**src/shared/utp_pkg.sv**
```systemverilog
// Constants, types and helpers for the UTMI parallel port block.
// Assumes a single 200 MHz clock and active-high asynchronous reset.
package utp_pkg;

  // ************
  // Timing
  // ************
  localparam int MCLK_PERIOD_PS = 5000;
  localparam int MCLK_MHZ = 200;
  localparam int PAR16_MHZ = 30;
  localparam int PAR8_MHZ = 60;
  localparam logic [3:0] DIV16_CYC = 4'(MCLK_MHZ / PAR16_MHZ);
  localparam logic [3:0] DIV8_CYC = 4'(MCLK_MHZ / PAR8_MHZ);
  localparam int HS_BIT_PS = 2083;
  localparam int HS_SYNC_MIN_BITS = 8;
  localparam int HS_SYNC_MAX_BITS = 16;
  localparam logic [3:0] HS_SYNC_CYC = 4'((HS_SYNC_MIN_BITS * HS_BIT_PS
    + MCLK_PERIOD_PS - 1) / MCLK_PERIOD_PS);
  localparam logic [3:0] HS_SYNC_MAX_CYC =
    4'((HS_SYNC_MAX_BITS * HS_BIT_PS) / MCLK_PERIOD_PS);
  localparam logic [1:0] STRAP_CYC = 2'h2;

  // ************
  // Register map
  // ************
  localparam logic [7:0] OFS_CTRL = 8'h00;
  localparam logic [7:0] OFS_STAT = 8'h04;
  localparam logic [7:0] OFS_ERRCNT = 8'h08;
  localparam int CTRL_USABLE_BIT = 0;
  localparam logic CTRL_USABLE_RST = 1'b0;
  localparam logic [15:0] ERRCNT_RST = 16'h0000;

  // ************
  // Types
  // ************
  typedef enum logic [1:0] {
    OPM_NORMAL = 2'h0,
    OPM_NODRIVE = 2'h1,
    OPM_RAW = 2'h2,
    OPM_RSVD = 2'h3
  } utp_opmode_e;

  typedef enum logic [1:0] {
    TX_IDLE = 2'h0,
    TX_WAIT = 2'h1,
    TX_DATA = 2'h3,
    TX_EOP = 2'h2
  } utp_txst_e;

  typedef struct packed {
    logic syncDet;
    logic eop;
    logic stuffErr;
    logic wordValid;
    logic hiValid;
    logic [15:0] word;
  } utp_rxline_s;

  typedef struct packed {
    logic syncStart;
    logic eopStart;
    logic wordValid;
    logic hiValid;
    logic [15:0] word;
    logic hsSel;
    logic rawMode;
  } utp_txline_s;

  // ************
  // Helpers
  // ************
  function automatic logic [15:0] utp_lanes(logic bw16, logic uni,
                                             logic [15:0] w);
    return bw16 ? w : (uni ? {w[7:0], 8'h00} : {8'h00, w[7:0]});
  endfunction

  function automatic logic [15:0] utp_oe(logic bw16, logic uni,
                                          logic txv);
    logic [15:0] m;
    m = bw16 ? 16'hFFFF : (uni ? 16'hFF00 : 16'h00FF);
    return (txv && !uni) ? 16'h0000 : m;
  endfunction

endpackage

```
**src/utp_sync2.sv**
```systemverilog
// Two-stage synchroniser for pin inputs.
// Assumes inputs are asynchronous to mclk.
`timescale 1ns/10ps
module utp_sync2 #(
  parameter int W = 4
) (
  // Clock and reset
  input wire logic mclk,
  input wire logic sys_rst,
  // Data
  input wire logic [W-1:0] din,
  output logic [W-1:0] dout
);

  logic [W-1:0] meta_ff;

  always_ff @(posedge mclk or posedge sys_rst)
  begin
    if (sys_rst)
    begin
      meta_ff <= '0;
      dout <= '0;
    end
    else
    begin
      meta_ff <= din;
      dout <= meta_ff;
    end
  end

endmodule

```
**src/utp_core.sv**
```systemverilog
// UTMI parallel port, transceiver side, with an APB register slave.
// Assumes the SIE runs on mclk; pins and straps are asynchronous.
`timescale 1ns/10ps

// Summary of operation
// - Line state bit0 follows D+, bit1 follows D-
// - Line state follows pins freely until clock usable, then per clock
// - OpMode 00 normal, 01 non-driving, 10 raw; 11 reserved
// - Raising TXValid starts a SYNC on the line
// - Dropping TXValid starts an EOP on the line
// - Full speed: SYNC starts one to two parallel clocks after TXValid
// - High speed: SYNC starts 8 to 16 bit times after TXValid; code starts it 5 mclk cycles after the parallel clock enable that sees TXValid
// - TXValid and TXReady high loads bus into transmit holding register
// - RXValid high when receive holding register holds a word
// - RXActive rises after SYNC detected
// - RXActive falls after stuff error or EOP
// - RXError set on receive error, cleared when the next SYNC is detected
// - 16-bit, TXValid low: ValidH driven, qualifies received high byte
// - 8-bit mode: ValidH ignored, RXValid qualifies low byte
// - Transceiver select 0 high speed, 1 full speed
// - Width select high 16-bit at 30 MHz, low 8-bit at 60 MHz; code divides mclk by 6 and by 3
// - Width select sampled only at end of reset
// - 8-bit split mode: low byte transmit, high byte receive
module utp_core
  import utp_pkg::*;
(
  // Clock and reset
  input wire logic mclk,
  input wire logic sys_rst,
  // APB slave
  input wire logic [7:0] paddr,
  input wire logic psel,
  input wire logic penable,
  input wire logic pwrite,
  input wire logic [31:0] pwdata,
  output logic [31:0] prdata,
  output logic pready,
  output logic pslverr,
  // UTMI control
  input wire logic txValid,
  input wire logic [1:0] opMode,
  input wire logic xcvrSelect,
  output logic txReady,
  output logic rxValid,
  output logic rxActive,
  output logic rxError,
  output logic [1:0] lineState,
  // UTMI data bus and ValidH
  input wire logic [15:0] dataIn,
  output logic [15:0] dataOut,
  output logic [15:0] dataOe,
  input wire logic validHIn,
  output logic validHOut,
  output logic validHOe,
  // Strap and line pins
  input wire logic busWidth16,
  input wire logic uniBidi,
  input wire logic dPlus,
  input wire logic dMinus,
  // Serial engine side
  input utp_rxline_s rxLine,
  input wire logic lineTxTake,
  input wire logic lineEopDone,
  output utp_txline_s txLine
);

  // ************
  // Pin synchronisers and straps
  // ************
  logic [3:0] pinSync;
  logic [1:0] strapCnt_ff;
  logic strapDone_ff;
  logic bw16_ff;
  logic uni_ff;

  utp_sync2 #(.W(4)) uSync (
    .mclk(mclk),
    .sys_rst(sys_rst),
    .din({uniBidi, busWidth16, dMinus, dPlus}),
    .dout(pinSync)
  );

  always_ff @(posedge mclk or posedge sys_rst)
  begin
    if (sys_rst)
    begin
      strapCnt_ff <= 2'h0;
      strapDone_ff <= 1'b0;
      bw16_ff <= 1'b0;
      uni_ff <= 1'b0;
    end
    else if (!strapDone_ff)
    begin
      strapCnt_ff <= strapCnt_ff + 2'h1;
      if (strapCnt_ff == STRAP_CYC)
      begin
        strapDone_ff <= 1'b1;
        bw16_ff <= pinSync[2];
        uni_ff <= pinSync[3];
      end
    end
  end

  // ************
  // Parallel clock enable
  // ************
  logic [3:0] divCnt_ff;
  logic parEn_ff;
  logic [3:0] divTop;

  assign divTop = bw16_ff ? DIV16_CYC : DIV8_CYC;

  always_ff @(posedge mclk or posedge sys_rst)
  begin
    if (sys_rst)
    begin
      divCnt_ff <= 4'h0;
      parEn_ff <= 1'b0;
    end
    else
    begin
      parEn_ff <= strapDone_ff && (divCnt_ff == divTop - 4'h1);
      if (!strapDone_ff || divCnt_ff == divTop - 4'h1)
        divCnt_ff <= 4'h0;
      else
        divCnt_ff <= divCnt_ff + 4'h1;
    end
  end

  // ************
  // APB registers
  // ************
  logic clkUsable_ff;
  logic [15:0] errCnt_ff;
  logic apbSetup;
  logic apbWrAcc;
  logic [31:0] statWord;
  utp_txst_e txState_ff;

  assign apbSetup = psel && !penable;
  assign apbWrAcc = psel && penable && pready && pwrite;
  assign statWord = {24'h00_0000, uni_ff, bw16_ff, txState_ff,
                     rxError, rxActive, lineState};

  always_ff @(posedge mclk or posedge sys_rst)
  begin
    if (sys_rst)
    begin
      pready <= 1'b0;
      prdata <= 32'h0000_0000;
      pslverr <= 1'b0;
    end
    else
    begin
      pready <= apbSetup;
      pslverr <= apbSetup && paddr != OFS_CTRL && paddr != OFS_STAT
                 && paddr != OFS_ERRCNT;
      if (apbSetup && !pwrite)
        case (paddr)
          OFS_CTRL: prdata <= {31'h0000_0000, clkUsable_ff};
          OFS_STAT: prdata <= statWord;
          OFS_ERRCNT: prdata <= {16'h0000, errCnt_ff};
          default: prdata <= 32'h0000_0000;
        endcase
    end
  end

  always_ff @(posedge mclk or posedge sys_rst)
  begin
    if (sys_rst)
      clkUsable_ff <= CTRL_USABLE_RST;
    else if (apbWrAcc && paddr == OFS_CTRL)
      clkUsable_ff <= pwdata[CTRL_USABLE_BIT];
  end

  always_ff @(posedge mclk or posedge sys_rst)
  begin
    if (sys_rst)
      errCnt_ff <= ERRCNT_RST;
    else if (rxLine.stuffErr)
      errCnt_ff <= errCnt_ff + 16'h0001;
    else if (apbWrAcc && paddr == OFS_ERRCNT)
      errCnt_ff <= ERRCNT_RST;
  end

  // ************
  // Line state
  // ************
  always_ff @(posedge mclk or posedge sys_rst)
  begin
    if (sys_rst)
      lineState <= 2'h0;
    else if (!clkUsable_ff || parEn_ff)
      lineState <= {pinSync[1], pinSync[0]};
  end

  // ************
  // Transmit path
  // ************
  utp_txst_e nxtTxState;
  logic [3:0] waitCnt_ff;
  logic noDrive;
  logic txLoad;
  logic holdFull_ff;

  assign noDrive = opMode == OPM_NODRIVE || opMode == OPM_RSVD;
  assign txLoad = parEn_ff && txValid && txReady;

  always_comb
  begin
    nxtTxState = txState_ff;
    case (txState_ff)
      TX_IDLE:
        if (parEn_ff && txValid && !noDrive)
          nxtTxState = TX_WAIT;
      TX_WAIT:
        if (xcvrSelect ? parEn_ff : waitCnt_ff == HS_SYNC_CYC - 4'h1)
          nxtTxState = TX_DATA;
      TX_DATA:
        if (parEn_ff && !txValid)
          nxtTxState = TX_EOP;
      TX_EOP:
        if (lineEopDone)
          nxtTxState = TX_IDLE;
      default: nxtTxState = TX_IDLE;
    endcase
  end

  always_ff @(posedge mclk or posedge sys_rst)
  begin
    if (sys_rst)
    begin
      txState_ff <= TX_IDLE;
      waitCnt_ff <= 4'h0;
    end
    else
    begin
      txState_ff <= nxtTxState;
      waitCnt_ff <= (txState_ff == TX_WAIT) ? waitCnt_ff + 4'h1 : 4'h0;
    end
  end

  always_ff @(posedge mclk or posedge sys_rst)
  begin
    if (sys_rst)
    begin
      holdFull_ff <= 1'b0;
      txReady <= 1'b0;
      txLine <= '0;
    end
    else
    begin
      if (txLoad)
        holdFull_ff <= 1'b1;
      else if (lineTxTake)
        holdFull_ff <= 1'b0;
      txReady <= nxtTxState == TX_DATA && !txLoad
                 && (!holdFull_ff || lineTxTake);
      txLine.syncStart <= txState_ff == TX_WAIT
                          && nxtTxState == TX_DATA;
      txLine.eopStart <= txState_ff == TX_DATA
                         && nxtTxState == TX_EOP;
      txLine.wordValid <= txLoad || (holdFull_ff && !lineTxTake);
      txLine.hsSel <= !xcvrSelect;
      txLine.rawMode <= opMode == OPM_RAW;
      if (txLoad)
      begin
        txLine.word <= bw16_ff ? dataIn : {8'h00, dataIn[7:0]};
        txLine.hiValid <= bw16_ff && validHIn;
      end
    end
  end

  // ************
  // Receive path
  // ************
  logic rxFull_ff;
  logic [15:0] rxHold_ff;
  logic rxHoldHi_ff;
  logic syncPend_ff;
  logic eopPend_ff;
  logic errPend_ff;
  logic rxShow;
  logic rxEndNow;
  logic nxtRxActive;

  assign rxEndNow = errPend_ff || (eopPend_ff && !rxFull_ff);
  assign nxtRxActive = !rxEndNow && (rxActive || syncPend_ff);
  assign rxShow = parEn_ff && rxFull_ff && nxtRxActive;

  always_ff @(posedge mclk or posedge sys_rst)
  begin
    if (sys_rst)
    begin
      syncPend_ff <= 1'b0;
      eopPend_ff <= 1'b0;
      errPend_ff <= 1'b0;
    end
    else
    begin
      syncPend_ff <= rxLine.syncDet || (syncPend_ff && !parEn_ff);
      errPend_ff <= rxLine.stuffErr || (errPend_ff && !parEn_ff);
      eopPend_ff <= rxLine.eop
                    || (eopPend_ff && !(parEn_ff && rxEndNow));
    end
  end

  always_ff @(posedge mclk or posedge sys_rst)
  begin
    if (sys_rst)
    begin
      rxFull_ff <= 1'b0;
      rxHold_ff <= 16'h0000;
      rxHoldHi_ff <= 1'b0;
    end
    else if (rxLine.wordValid)
    begin
      rxFull_ff <= 1'b1;
      rxHold_ff <= rxLine.word;
      rxHoldHi_ff <= rxLine.hiValid;
    end
    else if (parEn_ff)
      rxFull_ff <= 1'b0;
  end

  always_ff @(posedge mclk or posedge sys_rst)
  begin
    if (sys_rst)
    begin
      rxActive <= 1'b0;
      rxError <= 1'b0;
      rxValid <= 1'b0;
      dataOut <= 16'h0000;
      validHOut <= 1'b0;
    end
    else if (parEn_ff)
    begin
      rxActive <= nxtRxActive;
      if (errPend_ff)
        rxError <= 1'b1;
      else if (syncPend_ff)
        rxError <= 1'b0;
      rxValid <= rxShow;
      if (rxShow)
      begin
        dataOut <= utp_lanes(bw16_ff, uni_ff, rxHold_ff);
        validHOut <= bw16_ff && rxHoldHi_ff;
      end
    end
  end

  always_ff @(posedge mclk or posedge sys_rst)
  begin
    if (sys_rst)
    begin
      dataOe <= 16'h0000;
      validHOe <= 1'b0;
    end
    else
    begin
      dataOe <= utp_oe(bw16_ff, uni_ff, txValid);
      validHOe <= bw16_ff && !txValid;
    end
  end

  // ************
  // Assertions
  // ************
  AST_RXVALID_ACTIVE: assert property (@(posedge mclk) disable iff (sys_rst)
    rxValid |-> rxActive) else $error("RXValid without RXActive");
  AST_RESET_QUIET: assert property (@(posedge mclk) disable iff (sys_rst)
    $fell(sys_rst) |-> !rxValid && !rxActive && !rxError && !txReady)
    else $error("Handshake outputs high after reset");
  AST_LINESTATE: assert property (@(posedge mclk) disable iff (sys_rst)
    !clkUsable_ff |=> lineState == $past({pinSync[1], pinSync[0]}))
    else $error("Line state not following pins");
  AST_FS_SYNC: assert property (@(posedge mclk) disable iff (sys_rst)
    $rose(txState_ff == TX_WAIT) && xcvrSelect |-> ##[1:12] txLine.syncStart)
    else $error("Full-speed SYNC late");
  AST_HS_SYNC: assert property (@(posedge mclk) disable iff (sys_rst)
    $rose(txState_ff == TX_WAIT) && !xcvrSelect
      |-> !txLine.syncStart[*4] ##[0:2] txLine.syncStart)
    else $error("High-speed SYNC outside window");
  AST_EOP: assert property (@(posedge mclk) disable iff (sys_rst)
    txState_ff == TX_DATA && parEn_ff && !txValid |=> txLine.eopStart)
    else $error("No EOP after TXValid fell");
  AST_TXLOAD: assert property (@(posedge mclk) disable iff (sys_rst)
    txValid && txReady && parEn_ff && bw16_ff
      |=> txLine.word == $past(dataIn) && txLine.wordValid)
    else $error("Transmit word not captured");
  AST_RXERR: assert property (@(posedge mclk) disable iff (sys_rst)
    rxLine.stuffErr |-> ##[1:7] (rxError && !rxActive))
    else $error("Stuff error not reported");
  AST_VALIDH_OE: assert property (@(posedge mclk) disable iff (sys_rst)
    validHOe |-> bw16_ff && !$past(txValid))
    else $error("ValidH driven outside 16-bit receive");
  AST_NODRIVE: assert property (@(posedge mclk) disable iff (sys_rst)
    txState_ff == TX_IDLE && opMode == OPM_NODRIVE |=> txState_ff == TX_IDLE)
    else $error("Transmit started while non-driving");

endmodule

```
**config.mk**
```make
export PLATFORM = sky130hd
export DESIGN_NAME = utp_core
export DESIGN_NICKNAME = d
export VERILOG_FILES = /design/src/shared/utp_pkg.sv /design/src/utp_sync2.sv /design/src/utp_core.sv
export SDC_FILE = /design/constraint.sdc
export NUM_CORES = 1
export LEC_CHECK = 0
export BUFFER_PORTS_ARGS = -buffer_cell sky130_fd_sc_hd__buf_2
export CAP_MARGIN = 10
export CORE_ASPECT_RATIO = 1.75
export CORE_MARGIN = 10
export CORE_UTILIZATION = 40
export CTS_CLUSTER_DIAMETER = 50
export DETAILED_ROUTE_END_ITERATION = 7
export PLACE_DENSITY = 0.68
export REMOVE_ABC_BUFFERS = 1
export SYNTH_ARGS = -nofsm -noshare
export SYNTH_HDL_FRONTEND = slang
export SYNTH_SLANG_ARGS = --single-unit
export TNS_END_PERCENT = 20
```
**constraint.sdc**
```tcl
create_clock -name mclk -period 4.5 [get_ports mclk]
set_input_delay 0.9 -clock mclk [delete_from_list [all_inputs] [get_ports mclk]]
set_output_delay 0.9 -clock mclk [all_outputs]
set_load 0.05 [all_outputs]
```
* Word-level counts from Yosys, hierarchy flattened
Cells that the tools add are included.
** Word-level totals
- Register bits :: 159
- Input port bits :: 93
- Logic and storage cells :: 152
** Cells by class
- Add/subtract/negate cells :: 5
- Equal/unequal tests :: 15
- Muxes and demuxes :: 26
- Bitwise operators :: 1
- Reductions and logical operators :: 67
** Operator list (count)
- two-way mux 16 bit :: 8
- one-hot mux 16 bit (3 select lines) :: 1
- logical AND 1 bit :: 32
- adder 16 x 1 -> 16 bit (second input constant) :: 1
- logical NOT 1 bit :: 15
- equality test 2 bit (second input constant) :: 7
- logical OR 1 bit :: 10
- two-way mux 1 bit :: 9
- adder 4 x 1 -> 4 bit (second input constant) :: 2
- equality test 8 x 3 -> 1 bit (second input constant) :: 1
- equality test 8 x 4 -> 1 bit (second input constant) :: 1
- logical NOT 8 bit :: 1
- two-way mux 2 bit :: 4
- two-way mux 4 bit :: 2
- inequality test 8 x 3 -> 1 bit (second input constant) :: 1
- inequality test 8 x 4 -> 1 bit (second input constant) :: 1
- one-hot mux 2 bit (4 select lines) :: 1
- nonzero test 2 bit :: 4
- nonzero test 8 bit :: 1
- AND reduction 2 bit :: 3
- equality test 2 x 1 -> 1 bit (second input constant) :: 2
- equality test 4 x 2 -> 1 bit (second input constant) :: 1
- equality test 4 bit :: 1
- subtractor 3 x 1 -> 4 bit (second input constant) :: 1
- other kinds (4) :: 4

* Logic depth before layout (Yosys ltp)
Gate-level depths: netlist (run 1).
- Word-level depth :: 9
- Gate-level depth with buffers :: 7
- Depth with buffers taken out :: 5

* Modules after synthesis
From an unflattened synthesis (run 1), not the netlist that was laid out.
** Second synthesis, totals
- Cells, all modules :: 476
- Area total of the unflattened synthesis :: 5432.7 um^2
** Modules (own cells, without submodules)
- utp_core :: times used 1, cells each 467, area each 5228.8 um^2
- utp_sync2 :: times used 1, cells each 9, area each 203.9 um^2

* Least setup slack after synthesis (run 1)
OpenSTA, ideal clock, no wires.
- Kind :: input-to-reg
- Start :: input port rxLine[18] (netlist bit)
- End :: register errCnt_ff[15]
- Data arrival time :: 2.034 ns
- Data required time :: 4.421 ns
- Setup slack :: 2.387 ns
- Stages :: 5
- Cell sequence :: buf_2 > nand4_1 > or4_1 > nor2_1 > mux2i_1
** On the way
- Cells in the longest elaborated chain, start to end :: 1
** Ends and longest elaborated chain
- start, declared :: RTL line utp_core.sv:61 : input utp_rxline_s rxLine,
- two-way mux 16 bit / nonzero test 2 bit (equally long branches)
- end signal, assigned :: RTL line utp_core.sv:181 : errCnt_ff <= errCnt_ff + 16'h0001;
- end, declared :: RTL line utp_core.sv:134 : logic [15:0] errCnt_ff;
Several ways; a longest one is shown, not always the timed one.
A chain may end at the register's enable or synchronous reset.

* Final worst setup path (run 1)
- Start :: input port paddr[1]
- End :: register prdata[11]
** On the way
- Cells in the longest elaborated chain, start to end :: 2
** Ends and longest elaborated chain
- start, declared :: RTL line utp_core.sv:31 : input wire logic [7:0] paddr,
- equality test 8 x 4 -> 1 bit, or another cell as far along :: RTL line utp_core.sv:159 : case (paddr)
- one-hot mux 16 bit (3 select lines) (*) :: RTL line utp_core.sv:159
- end signal, assigned :: RTL line utp_core.sv:160 : OFS_CTRL: prdata <= {31'h0000_0000, clkUsable_ff};
- end signal, assigned :: RTL line utp_core.sv:161 : OFS_STAT: prdata <= statWord;
- end signal, assigned :: RTL line utp_core.sv:162 : OFS_ERRCNT: prdata <= {16'h0000, errCnt_ff};
- end, declared :: RTL line utp_core.sv:36 : output logic [31:0] prdata,
Mark *: on every way between the ends. The rest lies on a longest branch, timed or not.

==> impl_metrics.py, run 1 <==
metrics = {
    "final_layout": {
        "fin_area_um2": 6680,
        "syn2layout_area_growth_pct": 22.6,
        "n_antenna_cell": 0,
        "utilization_pct": 49.9,
        "layout.filler_cells": 1242,
        "final_layout_size_suffix_gt1_share_pct": 34.3,
        "design.final.nets": 702,
    },
    "yosys": {
        "synth-warning-count": 0,
        "ys_top_cells_by_area": "sky130_fd_sc_hd__dfrtp_1 59%, sky130_fd_sc_hd__mux2_2 6.2%, sky130_fd_sc_hd__buf_4 4.1%",
        "yosys.cell_types.count": 50,
        "most_instantiated_library_cell_after_synthesis": "sky130_fd_sc_hd__dfrtp_1",
        "arithmetic_cell_share_of_the_synthesized_area_counting_full_adders_half_adders_and_majority_gates_pct": 0.919,
        "area_fraction_in_compound_gates_after_synthesis_pct": 9.69,
        "yosys.area_share.simple_pct": 14.4,
        "netlist.area_leader.share_pct": 59.3,
        "muxShareOfSynthArea_pct": 7.31,
        "synth-seq-area-share_pct": 59.3,
        "synth_cells": 479,
        "synth_xor_xnor_area_share_pct": 1.29,
        "dominantRegCellSynth": "sky130_fd_sc_hd__dfrtp_1",
        "synth_seq_cells": 129,
        "post_synth_instance_area_um2": 5450,
        "synth.top_cells.by_count": "129 x sky130_fd_sc_hd__dfrtp_1, 60 x sky130_fd_sc_hd__nand2_1, 35 x sky130_fd_sc_hd__nor2_1",
        "synth_top_family_by_area": "simple AND/OR/NAND/NOR gates",
        "synth_top_cell_by_area": "sky130_fd_sc_hd__dfrtp_1",
        "syn-mean-instance-area_um2": 11.4,
        "asyncSetResetFlopFracSynth_pct": 100,
        "number_of_synthesized_flops_with_an_enable_pin": 0,
    },
    "pwr": {
        "power.density_cell_area_nw_per_um2": 612,
        "power.static_leakage_nw": 3.33,
        "finalPower_mw": 4.09,
        "peakVddDrop_v": 0.000370,
    },
    "timing": {
        "final.period_utilization_pct": 49.9,
        "max_freq_ghz": 0.445,
        "setup_viol": 0,
        "timing_worst_slew_pin_value_ns": 1.06,
        "setup_repair_after_global_routing_missed_its_margin": "no",
        "hold_viol": 0,
        "maxSlewHeadroom_pct": 28.6,
        "period_needed_ns": 2.25,
        "setup_tns_ns": 0,
        "count_of_pins_over_their_slew_limit": 0,
        "fin_worst_skew_ns": 0.00762,
    },
    "worst_setup_path": {
        "worstPathCellList": "buf_2, nor4_2, nand2_1, nor3_2, a22o_1",
        "rr_startpoint": "parEn_ff",
        "critPathKind": "input port to register",
        "crit_family": "simple AND/OR/NAND/NOR gates",
        "regToRegEndpoint": "txReady",
        "critPathBufInv": 1,
        "startpoint_type": "input port",
        "ff2ff_setup_slack_ns": 2.50,
        "crit_path_max_fanout": 12,
        "critPathCaptureType": "register",
        "cp_slowest_cell": "sky130_fd_sc_hd__nor3_2",
        "max_stage_delay_ns": 0.59,
        "cp.required_ns": 4.84,
        "arrival_time_reported_for_the_critical_path_endpoint_ns": 2.59,
        "rr_worst_depth": 3,
    },
    "route": {
        "num_vias": 3929,
        "drt_wl_total_um": 13200,
        "detailedRoute.firstIterationViolations": 140,
        "detailedRoute.firstPassIterationCount": 4,
        "vias_per_cell": 4.98,
        "drtAntennaViolNets": 0,
        "drt_drc_violations_left": 0,
        "wl_per_cell_um": 16.8,
    },
    "cts": {
        "post_cts.repair.setup_buffers": 0,
        "cts_resized": 0,
        "ctsHoldBuffers": 0,
        "cts_root_buf": "sky130_fd_sc_hd__clkbuf_16",
        "clock_tree_buf_depth": 2,
        "clock_sinks": 129,
        "cts_tree": "built",
        "clock_tree.htree_level_count": 4,
        "numCtsBuffers": 17,
        "cts.reportedPaths.clkPinSlew_ns": 0.05,
        "clock_latency_ns": 0.41,
    },
    "run": {
        "max_cap_violations": 0,
    },
    "global_route": {
        "grt_max_degree": 69,
        "grt_usage_pct": 14.3,
        "grt_pass1_vias": 4204,
        "grt_overflow_total": 0,
        "grt_antenna_before_repair": 1,
        "grt_pass1_wl_um": 21200,
    },
    "floorplanning": {
        "die_y_um": 174,
        "start_util_pct": 40.7,
        "total_core_area_um2": 13400,
        "die-area_um2": 18900,
        "chipWidth_um": 108,
        "top_level_ports": 189,
        "fp-row-count": 56,
    },
    "worst_hold_path": {
        "worstHoldEndpoint": "uSync.dout[2]",
        "worst_hold_path_type": "register to register",
        "hp-start": "uSync.meta_ff[2]",
        "min_delay_path_depth": 0,
    },
    "placement": {
        "dp_hpwl_um": 10100,
        "place_congestion": 0.825,
        "port_buffers": 141,
        "placed_cell_area_um2": 6110,
    },
    "run_status": {
        "status": "finished, final reports clean",
    },
}
## worst reg2reg max path, delay by kind of cell, from the launching register on
| family | cells | cell delay, ns |
|---|---|---|
| and+or+nand+nor | 2 | 0.97 |
| AOI/OAI and AO/OA | 1 | 0.38 |
| DFF | 1 | 0.54 |
## where the power goes
group | switching, mW | leakage (nW) | internal (mW)
Sequential | 0.181 | 1.63 | 1.40
Combinational | 0.908 | 1.42 | 0.308
Clock | 0.456 | 0.280 | 0.835
## cell families (layout without fill, tap and decap cells)
kind of cell,count (synthesis),in the layout
DFF,129,129
other,1,16
muxes,36,36
xor gates and xnor gates,8,8
buffers and inverters,65,186
and+or+nand+nor,158,158
adders and majority gates,4,4
AOI/OAI and AO/OA,78,78
## flip-flops by register name (all words and copies together), names as in the netlist, 2 cells and up
| register | flops |
|---|---|
| txLine | 22 |
| dataOut | 16 |
| errCnt_ff | 16 |
| prdata | 16 |
| rxHold_ff | 16 |
| divCnt_ff | 4 |
| uSync.dout | 4 |
| uSync.meta_ff | 4 |
| waitCnt_ff | 4 |
| dataOe | 2 |
| lineState | 2 |
| strapCnt_ff | 2 |
| txState_ff | 2 |
## metrics by stage
| step | setup slack, ns | std cells | hold slack, ns |
|---|---|---|---|
| floorplan | 0.159 | 443 | 0.331 |
| global placement | 1.87 | 760 | 0.333 |
| detailed placement | 1.80 | 760 | 0.336 |
| CTS | 2.22 | 789 | 0.347 |
| global route | 2.11 | 789 | 0.356 |
| finish | 2.25 | 789 | 0.347 |
## how the worst max path moves through the flow
stage                     startpoint            to  slack [ns]  depth (start not counted)
after detailed placement    paddr[1]    prdata[11]        1.80                          5
after global routing            psel    prdata[11]        2.11                          5
after CTS                   paddr[1]    prdata[11]        2.22                          5
final                       paddr[1]    prdata[11]        2.25                          5
after global placement      paddr[1]  clkUsable_ff        1.87                          5
after floorplan              sys_rst       bw16_ff        0.16                          1
## per-layer routing
metal / share of wire, % / global-route usage [%]
met1: 36 / 13.9
met2: 57 / 26.3
met3: 4.6 / 4.11
met4: 2.7 / 7.27
met5: 0.11 / 0
## layout make-up
cell class                 count  area (um^2)  area share, %
clock buffer                  24          512           7.66
clock inverter                 5         52.6          0.787
inverter                      14         57.6          0.862
multi-input combinational    300         1890           28.3
sequential                   129         3230           48.3
tap                          174          218           3.26
timing repair buffer         143          721           10.8
## placed cells by master (no fill, tap or decap), types with 7 or more instances in the layout
master and instances:
sky130_fd_sc_hd__o31ai_1 8, sky130_fd_sc_hd__a22o_1 10, sky130_fd_sc_hd__buf_2 141, sky130_fd_sc_hd__clkbuf_16 17, sky130_fd_sc_hd__nand2_1 60, sky130_fd_sc_hd__nand3_1 20
sky130_fd_sc_hd__a221oi_1 7, sky130_fd_sc_hd__conb_1 16, sky130_fd_sc_hd__inv_1 12, sky130_fd_sc_hd__a22oi_1 7, sky130_fd_sc_hd__a21oi_1 11, sky130_fd_sc_hd__o21ai_0 23
sky130_fd_sc_hd__nor2_1 35, sky130_fd_sc_hd__dfrtp_1 129, sky130_fd_sc_hd__nand4_1 7, sky130_fd_sc_hd__mux2_2 30
(Power assumes the default switching activity.)
==> run 2, diff against run 1 <==
==> constraint.sdc (replaced) <==
create_clock -name mclk -period 1.8 [get_ports mclk]
set_input_delay 0.36 -clock mclk [delete_from_list [all_inputs] [get_ports mclk]]
set_output_delay 0.36 -clock mclk [all_outputs]
set_load 0.05 [all_outputs]
==> impl_metrics.py, run 2 (synthesis gave the netlist of run 1 again) <==
metrics = {
    "route": {
        "drt_drc_violations_left": 0,
        "m1WireLength_um": 4610,
        "detailedRoute.firstIterationViolations": 176,
        "detailedRoute.firstPassIterationCount": 4,
        "topRoutingLayerUsed": "met4",
        "vias_per_cell": 4.88,
        "num_vias": 3989,
        "drtAntennaViolNets": 0,
        "drt_wl_total_um": 13700,
        "wl_met2_um": 7950,
        "wl_per_cell_um": 16.7,
        "routed-wl-met3_um": 783,
    },
    "floorplanning": {
        "die-area_um2": 18900,
        "chipWidth_um": 108,
        "total_core_area_um2": 13400,
        "start_util_pct": 40.7,
        "fp-row-count": 56,
        "top_level_ports": 189,
        "die_y_um": 174,
    },
    "cts": {
        "clock_tree_buf_depth": 2,
        "clock_tree.htree_level_count": 4,
        "post_cts.repair.setup_buffers": 0,
        "cts_resized": 0,
        "numCtsBuffers": 17,
        "cts.reportedPaths.clkPinSlew_ns": 0.05,
        "cts_root_buf": "sky130_fd_sc_hd__clkbuf_16",
        "clock_latency_ns": 0.41,
        "ctsHoldBuffers": 1,
        "clock_sinks": 129,
        "cts_tree": "built",
    },
    "final_layout": {
        "syn2layout_area_growth_pct": 25.2,
        "max_flop_register": "txLine",
        "largest_register_ffs": 22,
        "commonest_cells_after_routing_fill_and_taps_aside": "141 x sky130_fd_sc_hd__buf_2, 129 x sky130_fd_sc_hd__dfrtp_1, 60 x sky130_fd_sc_hd__nand2_1",
        "post_layout_nonfiller_instances": 817,
        "final_layout_size_suffix_gt1_share_pct": 36.0,
        "layout.cells.most_common": "sky130_fd_sc_hd__buf_2",
        "design.final.nets": 727,
    },
    "global_route": {
        "grt_pass1_vias": 4346,
        "grt_max_degree": 33,
        "grt_pass1_wl_um": 22100,
        "grt_antenna_before_repair": 2,
        "grt_usage_pct": 14.9,
        "grt_overflow_total": 0,
    },
    "timing": {
        "max_freq_ghz": 0.582,
        "final_critical_path_setup_slack_ns": 0.0820,
        "maxSlewHeadroom_pct": 61.6,
        "period_needed_ns": 1.72,
        "hold_viol": 0,
        "setup_repair_after_global_routing_missed_its_margin": "no",
        "timing_worst_slew_pin_value_ns": 0.568,
        "count_of_pins_over_their_slew_limit": 0,
        "setup_viol": 0,
        "fin_worst_skew_ns": 0.0109,
        "final.period_utilization_pct": 95.4,
    },
    "pwr": {
        "peakVddDrop_v": 0.000839,
        "cellInternalPower_mw": 6.10,
        "clockPowerShare_pct": 28.6,
        "power.static_leakage_nw": 3.42,
        "power.combinational.fraction_pct": 32.3,
        "seq_power_share_pct": 39.1,
        "netSwitchingFraction_pct": 38.9,
        "power.density_cell_area_nw_per_um2": 1460,
        "power.net_switching_mw": 3.88,
    },
    "worst_setup_path": {
        "cp.required_ns": 2.08,
        "critPathCaptureType": "register",
        "arrival_time_reported_for_the_critical_path_endpoint_ns": 2.00,
        "critPathKind": "register to register",
        "startpoint_type": "register",
        "crit_path_max_fanout": 5,
    },
    "run_status": {
        "status": "finished, final reports clean",
    },
    "placement": {
        "dpl_worst_slack_ns": 0.0194,
        "port_buffers": 141,
        "place_congestion": 0.851,
        "placed_cells_incl_taps": 784,
        "dp_hpwl_um": 10600,
    },
    "worst_hold_path": {
        "worst_hold_path_type": "input port to register",
    },
    "run": {
        "max_cap_violations": 0,
    },
}
[run 2: changes by cell type in the layout (fill, tap and decap cells not counted)]
| cell | before | now |
|---|---|---|
| sky130_fd_sc_hd__bufinv_16 | 1 | 0 |
| sky130_fd_sc_hd__diode_2 | 0 | 2 |
| sky130_fd_sc_hd__clkinvlp_4 | 1 | 2 |
| sky130_fd_sc_hd__dlygate4sd3_1 | 0 | 1 |
| sky130_fd_sc_hd__buf_12 | 0 | 2 |
| sky130_fd_sc_hd__buf_4 | 2 | 24 |
| sky130_fd_sc_hd__clkbuf_8 | 6 | 0 |
| sky130_fd_sc_hd__clkbuf_1 | 1 | 6 |
| sky130_fd_sc_hd__clkinv_2 | 3 | 5 |
[run 2: worst paths after layout]
path	start	end	slack [ns]	cells after the start
hold reg to reg	uSync.meta_ff[3]	uSync.dout[3]	0.35	0
setup / recovery	errCnt_ff[0]	errCnt_ff[12]	0.08	5
setup reg to reg	errCnt_ff[0]	errCnt_ff[12]	0.08	5
hold / removal	uniBidi	uSync.meta_ff[3]	0.06	1
min in group asynchronous	sys_rst	txLine[1]	0.52	3
max in group asynchronous	sys_rst	txLine[10]	0.71	4
[run 2: routing by layer]
layer	vias up	global-route usage, %
met5	-	0
met4	0	7.16
li1	1925	-
met1	1943	13.9
met3	22	4.81
met2	99	27.8
[run 2: cell type report]
class,instances,area (um^2)
fill,1199,6560
sequential,129,3230
multi-input combinational,300,1890
timing repair buffer,168,936
clock buffer,23,448
tap,174,218
inverter,14,57.6
clock inverter,7,40.0
antenna,2,5.00
[run 2: worst max-delay path, cell delays in order, from the launching register on]
cell and delay (ns):
sky130_fd_sc_hd__dfrtp_1 0.42, sky130_fd_sc_hd__ha_1 0.26, sky130_fd_sc_hd__nand3_1 0.11, sky130_fd_sc_hd__or4_1 0.55, sky130_fd_sc_hd__a21oi_1 0.16, sky130_fd_sc_hd__o22ai_1 0.10
[run 2: power groups by stage]
stage	combinational (mW)	sequential [mW]	clock (mW)
final	3.23	3.90	2.85
after global routing	3.46	3.98	3.07
after CTS	3.28	3.90	2.94
after detailed placement	3.27	3.95	0
after global placement	3.20	3.90	0
after floorplan	0.859	5.36	0
[run 2: metrics by stage]
step	hold WS [ns]	power, mW	utilization (%)	setup TNS (ns)	instance area [um^2]
2_1_floorplan	0.331	6.22	-	-277.80	5170
3_3_place_gp	0.333	7.10	47.2	0	6320
3_5_place_dp	0.335	7.21	47.2	0	6320
4_1_cts	0.0397	10.1	50.9	0	6820
5_1_grt	0.0401	10.5	51.0	0	6820
6_report	0.0597	9.98	51.0	0	6820
